$ cat config.mk
export PLATFORM = sky130hd
export DESIGN_NAME = line_status_regs
export DESIGN_NICKNAME = d
export VERILOG_FILES = /design/src/line_status_pkg.sv /design/src/line_status_regs.sv
export VERILOG_INCLUDE_DIRS = /design/src
export SDC_FILE = /design/constraint.sdc
export NUM_CORES = 1
export LEC_CHECK = 0
export BUFFER_PORTS_ARGS = -buffer_cell sky130_fd_sc_hd__buf_2
export CORE_MARGIN = 4
export CORE_UTILIZATION = 50
export CTS_CLUSTER_SIZE = 12
export DETAILED_ROUTE_END_ITERATION = 16
export PLACE_DENSITY = 0.82
export SLEW_MARGIN = 20
export SYNTH_ARGS = -nofsm -noshare
export SYNTH_HDL_FRONTEND = slang
export SYNTH_SLANG_ARGS = --single-unit
$ cat constraint.sdc
create_clock -name SYS_CLK_I -period 5 [get_ports SYS_CLK_I]
set_input_delay 0 -clock SYS_CLK_I [delete_from_list [all_inputs] [get_ports SYS_CLK_I]]
set_output_delay 0 -clock SYS_CLK_I [all_outputs]
set_load 0.02 [all_outputs]
$ cat src/line_status_consts.svh
// register offsets, bit positions, reset values and timing counts of the status bank
`ifndef LINE_STATUS_CONSTS_SVH
`define LINE_STATUS_CONSTS_SVH

`define OFS_LINE_STATUS_ONE       8'h18
`define OFS_EVENT_LATCH_ZERO      8'h19
`define OFS_EVENT_LATCH_ONE       8'h1a
`define OFS_ERROR_COUNT_LOW_BYTE  8'h1b
`define OFS_ERROR_COUNT_HIGH_BYTE 8'h1c

`define BIT_REMOTE_LOOPBACK_CLOSED 5

`define BIT_LOOP_ACTIVATE      6
`define BIT_LOOP_DEACTIVATE    5
`define BIT_PATTERN_SYNC       4
`define BIT_TX_CLOCK_LOSS      3
`define BIT_DRIVER_FAULT       2
`define BIT_ALARM_INDICATION   1
`define BIT_SIGNAL_ABSENCE     0

`define BIT_WAVEFORM_OVERFLOW  7
`define BIT_JITTER_OVERFLOW    6
`define BIT_JITTER_UNDERFLOW   5
`define BIT_PATTERN_BIT_ERROR  4
`define BIT_EXCESS_ZEROS       3
`define BIT_CODE_VIOLATION     2
`define BIT_ONE_SECOND_TICK    1
`define BIT_COUNTER_OVERFLOW   0

`define RST_EVENT_LATCH        8'h00
`define RST_ERROR_COUNT        16'h0000
`define RST_READ_DATA          8'h00
`define EVENT_ZERO_USED_BITS   8'h7f

`define TX_CLOCK_LOSS_CYCLES   70

`endif

$ cat src/line_status_pkg.sv
// shared types of the line status and event register bank
package line_status_pkg;
  typedef logic [7:0]  byte_t;
  typedef logic [15:0] event_vec_t;
  typedef logic [15:0] count_t;
endpackage

$ cat src/line_status_regs.sv
// line status, read-to-clear event and error counter registers with interrupt request
`timescale 1ns/100ps
`include "line_status_consts.svh"
module line_status_regs
  import line_status_pkg::*;
(
  input  wire logic        SYS_CLK_I,
  input  wire logic        RSTN_I,
  input  wire logic [7:0]  HOST_ADDR_I,
  input  wire logic        HOST_RD_I,
  output logic      [7:0]  HOST_RDATA_O,
  output logic             HOST_RVALID_O,
  output logic             INT_REQ_O,
  input  wire logic        REMOTE_LOOPBACK_CLOSED_I,
  input  wire logic        LOOP_ACTIVATE_STAT_I,
  input  wire logic        LOOP_DEACTIVATE_STAT_I,
  input  wire logic        PATTERN_SYNC_STAT_I,
  input  wire logic        TRANSMIT_CLOCK_IN_I,
  input  wire logic        DRIVER_FAULT_STAT_I,
  input  wire logic        ALARM_INDICATION_STAT_I,
  input  wire logic        SIGNAL_ABSENCE_STAT_I,
  input  wire logic        WAVEFORM_OVERFLOW_I,
  input  wire logic        JITTER_OVERFLOW_I,
  input  wire logic        JITTER_UNDERFLOW_I,
  input  wire logic        PATTERN_BIT_ERROR_I,
  input  wire logic        EXCESS_ZEROS_I,
  input  wire logic        CODE_VIOLATION_I,
  input  wire logic        ONE_SECOND_TICK_I,
  input  wire logic        ERROR_COUNT_INC_I,
  input  wire logic [15:0] EVENT_MASK_I,
  input  wire logic [15:0] EVENT_EDGE_SELECT_I
);

  localparam int          SYNC_W     = 14;
  localparam logic [6:0]  LOSS_LIMIT = 7'(`TX_CLOCK_LOSS_CYCLES);

  // two-stage synchronisers for pin-side levels; stage one feeds stage two only
  logic [SYNC_W-1:0] sync1_ff;
  logic [SYNC_W-1:0] sync2_ff;
  logic [SYNC_W-1:0] async_in;

  assign async_in = {REMOTE_LOOPBACK_CLOSED_I, TRANSMIT_CLOCK_IN_I,
                     CODE_VIOLATION_I, EXCESS_ZEROS_I, PATTERN_BIT_ERROR_I,
                     JITTER_UNDERFLOW_I, JITTER_OVERFLOW_I, WAVEFORM_OVERFLOW_I,
                     SIGNAL_ABSENCE_STAT_I, ALARM_INDICATION_STAT_I, DRIVER_FAULT_STAT_I,
                     PATTERN_SYNC_STAT_I, LOOP_DEACTIVATE_STAT_I, LOOP_ACTIVATE_STAT_I};

  always_ff @(posedge SYS_CLK_I or negedge RSTN_I) begin
    if (!RSTN_I) begin
      sync1_ff <= '0;
      sync2_ff <= '0;
    end else begin
      sync1_ff <= async_in;
      sync2_ff <= sync1_ff;
    end
  end

  wire logic rl_closed_s  = sync2_ff[13];
  wire logic transmit_clock_in_s       = sync2_ff[12];

  // transmit clock watchdog: counts quiet cycles, saturating one past the limit
  logic       transmit_clock_in_prev_ff;
  logic [6:0] idle_cnt_ff;
  logic [6:0] nxt_idle_cnt;
  logic       transmit_clock_in_loss_ff;
  wire  logic transmit_clock_in_toggled = transmit_clock_in_s ^ transmit_clock_in_prev_ff;
  wire  logic idle_sat     = (idle_cnt_ff > LOSS_LIMIT);

  assign nxt_idle_cnt = transmit_clock_in_toggled ? 7'h00 : (idle_sat ? idle_cnt_ff : idle_cnt_ff + 7'h01);

  always_ff @(posedge SYS_CLK_I or negedge RSTN_I) begin
    if (!RSTN_I) begin
      transmit_clock_in_prev_ff <= 1'b0;
      idle_cnt_ff  <= 7'h00;
      transmit_clock_in_loss_ff <= 1'b0;
    end else begin
      transmit_clock_in_prev_ff <= transmit_clock_in_s;
      idle_cnt_ff  <= nxt_idle_cnt;
      transmit_clock_in_loss_ff <= (nxt_idle_cnt > LOSS_LIMIT);
    end
  end

  // 16-bit error counter; wraps to zero and flags overflow
  count_t err_cnt_ff;
  logic   cnt_ovf_ff;
  wire logic cnt_full = (err_cnt_ff == 16'hffff);

  always_ff @(posedge SYS_CLK_I or negedge RSTN_I) begin
    if (!RSTN_I) begin
      err_cnt_ff <= `RST_ERROR_COUNT;
      cnt_ovf_ff <= 1'b0;
    end else begin
      if (ERROR_COUNT_INC_I) begin
        err_cnt_ff <= err_cnt_ff + 16'h0001;
      end
      cnt_ovf_ff <= ERROR_COUNT_INC_I & cnt_full;
    end
  end

  // event sources: low byte feeds event latch zero, high byte event latch one
  event_vec_t src;
  event_vec_t src_prev_ff;
  event_vec_t hit;

  assign src[7]                            = 1'b0;
  assign src[`BIT_LOOP_ACTIVATE]           = sync2_ff[0];
  assign src[`BIT_LOOP_DEACTIVATE]         = sync2_ff[1];
  assign src[`BIT_PATTERN_SYNC]            = sync2_ff[2];
  assign src[`BIT_TX_CLOCK_LOSS]           = transmit_clock_in_loss_ff;
  assign src[`BIT_DRIVER_FAULT]            = sync2_ff[3];
  assign src[`BIT_ALARM_INDICATION]        = sync2_ff[4];
  assign src[`BIT_SIGNAL_ABSENCE]          = sync2_ff[5];
  assign src[8+`BIT_WAVEFORM_OVERFLOW]     = sync2_ff[6];
  assign src[8+`BIT_JITTER_OVERFLOW]       = sync2_ff[7];
  assign src[8+`BIT_JITTER_UNDERFLOW]      = sync2_ff[8];
  assign src[8+`BIT_PATTERN_BIT_ERROR]     = sync2_ff[9];
  assign src[8+`BIT_EXCESS_ZEROS]          = sync2_ff[10];
  assign src[8+`BIT_CODE_VIOLATION]        = sync2_ff[11];
  assign src[8+`BIT_ONE_SECOND_TICK]       = ONE_SECOND_TICK_I;
  assign src[8+`BIT_COUNTER_OVERFLOW]      = cnt_ovf_ff;

  // mask high blocks; edge select picks rising edge or any change
  genvar gi;
  generate
    for (gi = 0; gi < 16; gi++) begin : g_detect
      assign hit[gi] = ~EVENT_MASK_I[gi] &
                       (EVENT_EDGE_SELECT_I[gi] ? (src[gi] ^ src_prev_ff[gi])
                                                : (src[gi] & ~src_prev_ff[gi]));
    end
  endgenerate

  always_ff @(posedge SYS_CLK_I or negedge RSTN_I) begin
    if (!RSTN_I) begin
      src_prev_ff <= '0;
    end else begin
      src_prev_ff <= src;
    end
  end

  // host read decode
  wire logic sel_status = (HOST_ADDR_I == `OFS_LINE_STATUS_ONE);
  wire logic sel_ev0    = (HOST_ADDR_I == `OFS_EVENT_LATCH_ZERO);
  wire logic sel_ev1    = (HOST_ADDR_I == `OFS_EVENT_LATCH_ONE);
  wire logic sel_cnt_lo = (HOST_ADDR_I == `OFS_ERROR_COUNT_LOW_BYTE);
  wire logic sel_cnt_hi = (HOST_ADDR_I == `OFS_ERROR_COUNT_HIGH_BYTE);
  wire logic clr_ev0    = HOST_RD_I & sel_ev0;
  wire logic clr_ev1    = HOST_RD_I & sel_ev1;

  // event latches: a set in the clearing cycle survives the clear
  byte_t ev0_ff;
  byte_t ev1_ff;
  byte_t nxt_ev0;
  byte_t nxt_ev1;

  assign nxt_ev0 = ((clr_ev0 ? 8'h00 : ev0_ff) | hit[7:0]) & `EVENT_ZERO_USED_BITS;
  assign nxt_ev1 =  (clr_ev1 ? 8'h00 : ev1_ff) | hit[15:8];

  byte_t status_byte;
  byte_t rd_mux;

  assign status_byte = 8'(rl_closed_s) << `BIT_REMOTE_LOOPBACK_CLOSED;
  assign rd_mux = sel_status ? status_byte :
                  sel_ev0    ? ev0_ff :
                  sel_ev1    ? ev1_ff :
                  sel_cnt_lo ? err_cnt_ff[7:0] :
                  sel_cnt_hi ? err_cnt_ff[15:8] :
                               8'h00;

  always_ff @(posedge SYS_CLK_I or negedge RSTN_I) begin
    if (!RSTN_I) begin
      ev0_ff        <= `RST_EVENT_LATCH;
      ev1_ff        <= `RST_EVENT_LATCH;
      HOST_RDATA_O  <= `RST_READ_DATA;
      HOST_RVALID_O <= 1'b0;
      INT_REQ_O     <= 1'b0;
    end else begin
      ev0_ff        <= nxt_ev0;
      ev1_ff        <= nxt_ev1;
      HOST_RVALID_O <= HOST_RD_I;
      INT_REQ_O     <= |{nxt_ev0, nxt_ev1};
      if (HOST_RD_I) begin
        HOST_RDATA_O <= rd_mux;
      end
    end
  end
endmodule

; Yosys cells after proc, flatten, opt, wreduce, memory -nomap -nowiden
; Index checks and enable logic that the tools add are counted.
[totals]
elab_cells = 129
register_bits = 94
input_bits = 59
out_inout_bits = 10
[op_classes]
add_sub_neg = 2
mux = 24
magnitude_cmp = 2
bitwise = 81
n_reduce_logical = 1
n_eq_ne = 6
[op_table]
columns = op, count
row1 = 2-to-1 mux 8 bit, 6
row2 = "== test 8 x 5 -> 1 bit, second input constant", 5
row3 = bitwise AND 1 bit, 33
row4 = NOT 1 bit, 30
row5 = 2-to-1 mux 7 bit, 3
row6 = "adder 16 x 1 -> 16 bit, second input constant", 1
row7 = "== test 16 bit, second input constant", 1
row8 = XOR 1 bit, 16
row9 = 2-to-1 mux 1 bit, 15
row10 = OR reduction 15 bit, 1
row11 = "> comparator 7 bit, second input constant", 2
row12 = bitwise OR 8 bit, 1
row13 = "adder 7 x 1 -> 7 bit, second input constant", 1
row14 = bitwise OR 7 bit, 1

; Depth between registers and ports, before layout
[depth]
word_depth = 6
mapped_depth = 7
depth_no_buf = 7

; Worst setup path before layout
; Ideal clock, no wire load.
[synth_path]
path_type = register to register
startpoint = reg sync2_ff[2]
endpoint = reg INT_REQ_O
path_buffers = 0
required_ns = 4.869
path_stages_with_launch = 7
setup_time_ns = 0.131
setup_slack_ns = 2.777
t_arrival_ns = 2.091
period_less_slack_ns = 2.223
path_cell_list = dfrtp_1 > ha_1 > and2_1 > o32ai_1 > or4_4 > or4b_1 > or3_1
[synth_between]
elab_chain_len = 5
elab_cells_between_ends = 6
classes_between = mux (1) / bitwise (4) / reduce/logical (1)
[synth_rtl]
columns = item, line_no
row1 = start: declaration, line_status_regs.sv:39  ; logic [SYNC_W-1:0] sync2_ff;
row2 = start signal: assignment, line_status_regs.sv:54  ; sync2_ff <= sync1_ff;
row3 = bitwise AND 1 bit or XOR 1 bit (tied branches), "line_status_regs.sv:128, line_status_regs.sv:127"
row4 = 2-to-1 mux 1 bit *, line_status_regs.sv:127  ; (EVENT_EDGE_SELECT_I[gi] ? (src[gi] ^ src_prev_ff[gi])
row5 = bitwise AND 1 bit *, line_status_regs.sv:126  ; assign hit[gi] = ~EVENT_MASK_I[gi] &
row6 = bitwise OR 7 bit *, line_status_regs.sv:155  ; assign nxt_ev0 = ((clr_ev0 ? 8'h00 : ev0_ff) | hit[7:0]) & `EVENT_ZERO_USED_BITS;
row7 = OR reduction 15 bit *, line_status_regs.sv:180  ; INT_REQ_O <= |{nxt_ev0, nxt_ev1};
row8 = end signal: assignment, line_status_regs.sv:180
row9 = end: declaration, line_status_regs.sv:13  ; output logic INT_REQ_O,
; Every way passes the cells marked *; elsewhere a longest branch is shown, timed or not.
; A chain may end at the register's enable or synchronous reset.

; Worst setup path after layout
[layout_path]
startpoint = reg sync2_ff[1]
endpoint = reg INT_REQ_O
; Same word-level chain as after synthesis.

==> metrics.md <==
| Metric | Value |
|---|---|
| Run status | finished, final reports clean |
| Vias in the first global route | 3043 |
| Yosys cell types | 55 |
| Fin area | 5010 sq um |
| Post-CTS setup buffers | 0 |
| Resize count post-CTS | 0 |
| Synth Instances | 347 |
| Placed inst area | 4440 sq um |
| Largest net degree at the start of global routing | 57 |
| Tot GR Track Use | 18.0% |
| PD cells | 321 nW/um^2 |
| FP Rows | 32 |
| Global placer's final weighted congestion | 0.884 |
| EDFF count, synth | 0 |
| PortBufs | 66 |
| I/O pin total | 69 |
| Total of max-cap violations | 0 |
| Pleak | 2.34 nW |
| Crit Path Max Fanout | 2 |
| F_max | 423 MHz |
| Sequential fraction of the synthesis area | 58.5% |
| Reg2reg end | INT_REQ_O |
| R2r setup slk | 2.64 ns |
| Type of the worst setup path | reg -> reg |
| Die width | 97.7 um |
| CP Data Required Time | 5.24 ns |
| Post-synth top area cell | dfrtp_1 |
| Vias per inst | 5.30 |
| Worst-Skew Late Latency | 0.36 ns |
| Grt ovf | 0 |
| N_diodes | 0 |
| Cts bufs inserted | 9 |
| Reg-to-reg startpoint | sync2_ff[1] |
| Post-Synthesis Cell Area | 4020 sq um |
| Endpoint class of the critical path | flip-flop |
| Relative slew slack | 56.7% |
| Die ar. | 9540 sq um |
| Area contributors post-synth | dfrtp_1 (58%), ha_1 (5.6%), nor2_1 (2.7%), inv_1 (2.3%), xnor2_1 (2.2%) |
| Hold path endpoint | ev1_ff[6] |
| Post-synth top flop | dfrtp_1 |
| Yosys warning count | 0 |
| Tcrit/Tclk final | 47.3% |
| Unrepaired setup endpoints after global routing | false |
| Post-synth ARST share | 100% |
| 1st-pass router iterations | 4 |
| Root buf cell | clkbuf_8 |
| Final net count | 525 |
| Hold crit path type | in -> reg |
| Final ANT Viol Nets | 0 |
| Htree depth | 3 |
| WL final | 8.07 mm |
| VDD IR max | 0.181 mV |
| Via count | 2943 |
| Detailed Place HPWL | 5.81 mm |
| # DRC | 0 |
| Maximum clock path buffer count | 2 |
| Hold Path Origin | EVENT_EDGE_SELECT_I[14] |
| CTS sink count | 94 |
| Hold-fix buffers at CTS | 35 |
| Yosys reg bits | 94 |
| Initial antenna violation count | 0 |
| Initial DRC Count | 181 |
| CTS clock-pin slew for the worst setup and hold paths | 0.09 ns |
| Share of the synthesized area in the top cell type | 58.5% |
| Register-to-Register Path Depth | 6 |
| Syn-to-layout area delta | 24.6% |
| Final TNS setup | 0 ns |
| Max Slew Vio Count | 0 |
| Chip height | 97.7 um |
| WHS Path Cells | 3 |
| Syn avg cell area | 11.6 sq um |
| Post-synth net total | 424 |
| Core ar. | 7770 sq um |
| CTS tree | built |
| Starting Density | 51.8% |
| Arr. time, crit path | 2.60 ns |
| Fin Clk Skew | 0.00740 ns |
| First-pass GRT wire length | 13.9 mm |
| Final setup viols | 0 |
| Tmin final | 2.36 ns |
| Share of cells above drive strength 1 | 21.4% |
| Total Power | 0.00161 W |
| Final hold vios | 0 |
| Slew of the pin with the lowest slew margin | 0.647 ns |
| WL/cell | 14.5 um |
| CP Launch Type | flip-flop |
## cell families (layout without fill, tap and decap cells)
| group | count (synthesis) | after routing | synth area share, % |
|---|---|---|---|
| xor gates and xnor gates | 19 | 19 | 4.14 |
| and+or+nand+nor | 100 | 100 | 14.0 |
| adders and majority gates | 18 | 18 | 5.60 |
| DFF | 94 | 94 | 58.5 |
| AOI/OAI and AO/OA | 75 | 75 | 12.9 |
| muxes | 4 | 4 | 1.34 |
| buffers and inverters | 37 | 143 | 3.58 |
## cell usage after synthesis, types with 3 or more instances
master,instances
dfrtp_1,94
nor2_1,29
inv_1,25
ha_1,18
o21ai_0,16
nand2_1,15
a21oi_1,14
xnor2_1,10
clkbuf_1,9
xor2_1,9
a211oi_1,8
nand2b_1,8
nand3_1,8
a21o_2,6
a32oi_1,6
and2_1,5
o21bai_1,5
nand4_1,4
nor2b_1,4
nor3_1,4
o32ai_1,4
nor3b_1,3
nor4_1,3
## worst max-delay path, cell delays in order, from the launching register on
cell,delay [ns]
dfrtp_1,0.40
ha_1,0.28
and2_1,0.12
o32ai_1,0.09
or4_4,0.55
or4b_1,0.46
or3_1,0.34
## worst max path at each step
stage	slack, ns	start	endpoint
final	2.64	sync2_ff[1]	INT_REQ_O
after global placement	2.48	HOST_ADDR_I[1]	INT_REQ_O
after CTS	2.63	sync2_ff[1]	INT_REQ_O
after floorplan	2.78	sync2_ff[2]	INT_REQ_O
after detailed placement	2.49	HOST_ADDR_I[1]	INT_REQ_O
after global routing	2.57	sync2_ff[2]	INT_REQ_O
## report_power, final
group | internal [W] | total [W] | switching (W)
combinational | 0.0000985 | 0.000195 | 0.0000963
sequential | 0.000813 | 0.000865 | 0.0000519
clock | 0.000286 | 0.000547 | 0.000260
## per-stage QoR
| step | setup WS (ns) | cells | hold WS, ns | util (%) |
|---|---|---|---|---|
| after floorplan | 2.78 | 347 | -0.296 | - |
| after global placement | 2.48 | 504 | -0.0136 | 57.2 |
| after detailed placement | 2.49 | 504 | -0.00580 | 57.2 |
| after CTS | 2.63 | 555 | 0.0175 | 64.5 |
| after global routing | 2.57 | 555 | 0.0229 | 64.5 |
| final | 2.64 | 555 | 0.0320 | 64.5 |
## layout make-up
class,count,area [sq um]
Fill cell,601,2760
Clock buffer,10,128
Clock inverter,6,91.3
Multi-Input combinational cell,216,1530
Sequential cell,94,2350
Tap cell,102,128
Timing Repair Buffer,102,691
Inverter,25,93.8
## layout by cell type (no fill, tap or decap), drive strengths merged, types with 5 or more instances in the layout
master,netlist,routed
clkbuf,9,10
inv,25,28
a21oi,14,14
nor2,29,29
dfrtp,94,94
xor2,9,9
nand2,15,15
nand3,8,8
o21ai,16,16
ha,18,18
xnor2,10,10
and2,6,6
o21bai,5,5
a32oi,6,6
buf,3,67
a211oi,8,8
nand2b,8,8
a21o,8,8
nand4,5,5
dlygate4sd3,0,35
## registers in the layout (all words and copies together), names as in the netlist
signal,cells
HOST_RVALID_O,1
sync1_ff,14
HOST_RDATA_O,8
INT_REQ_O,1
sync2_ff,14
ev1_ff,8
cnt_ovf_ff,1
err_cnt_ff,16
transmit_clock_in_loss_ff,1
ev0_ff,7
idle_cnt_ff,7
transmit_clock_in_prev_ff,1
src_prev_ff,15
## layer usage
metal	vias up	track usage (%)	wire (um)
li1	1415	-	-
met1	1453	21.5	3400
met2	66	31.2	4110
met3	9	5.74	458
met4	0	4.90	98
met5	-	0	0
Power figures use the tool's default switching activity.
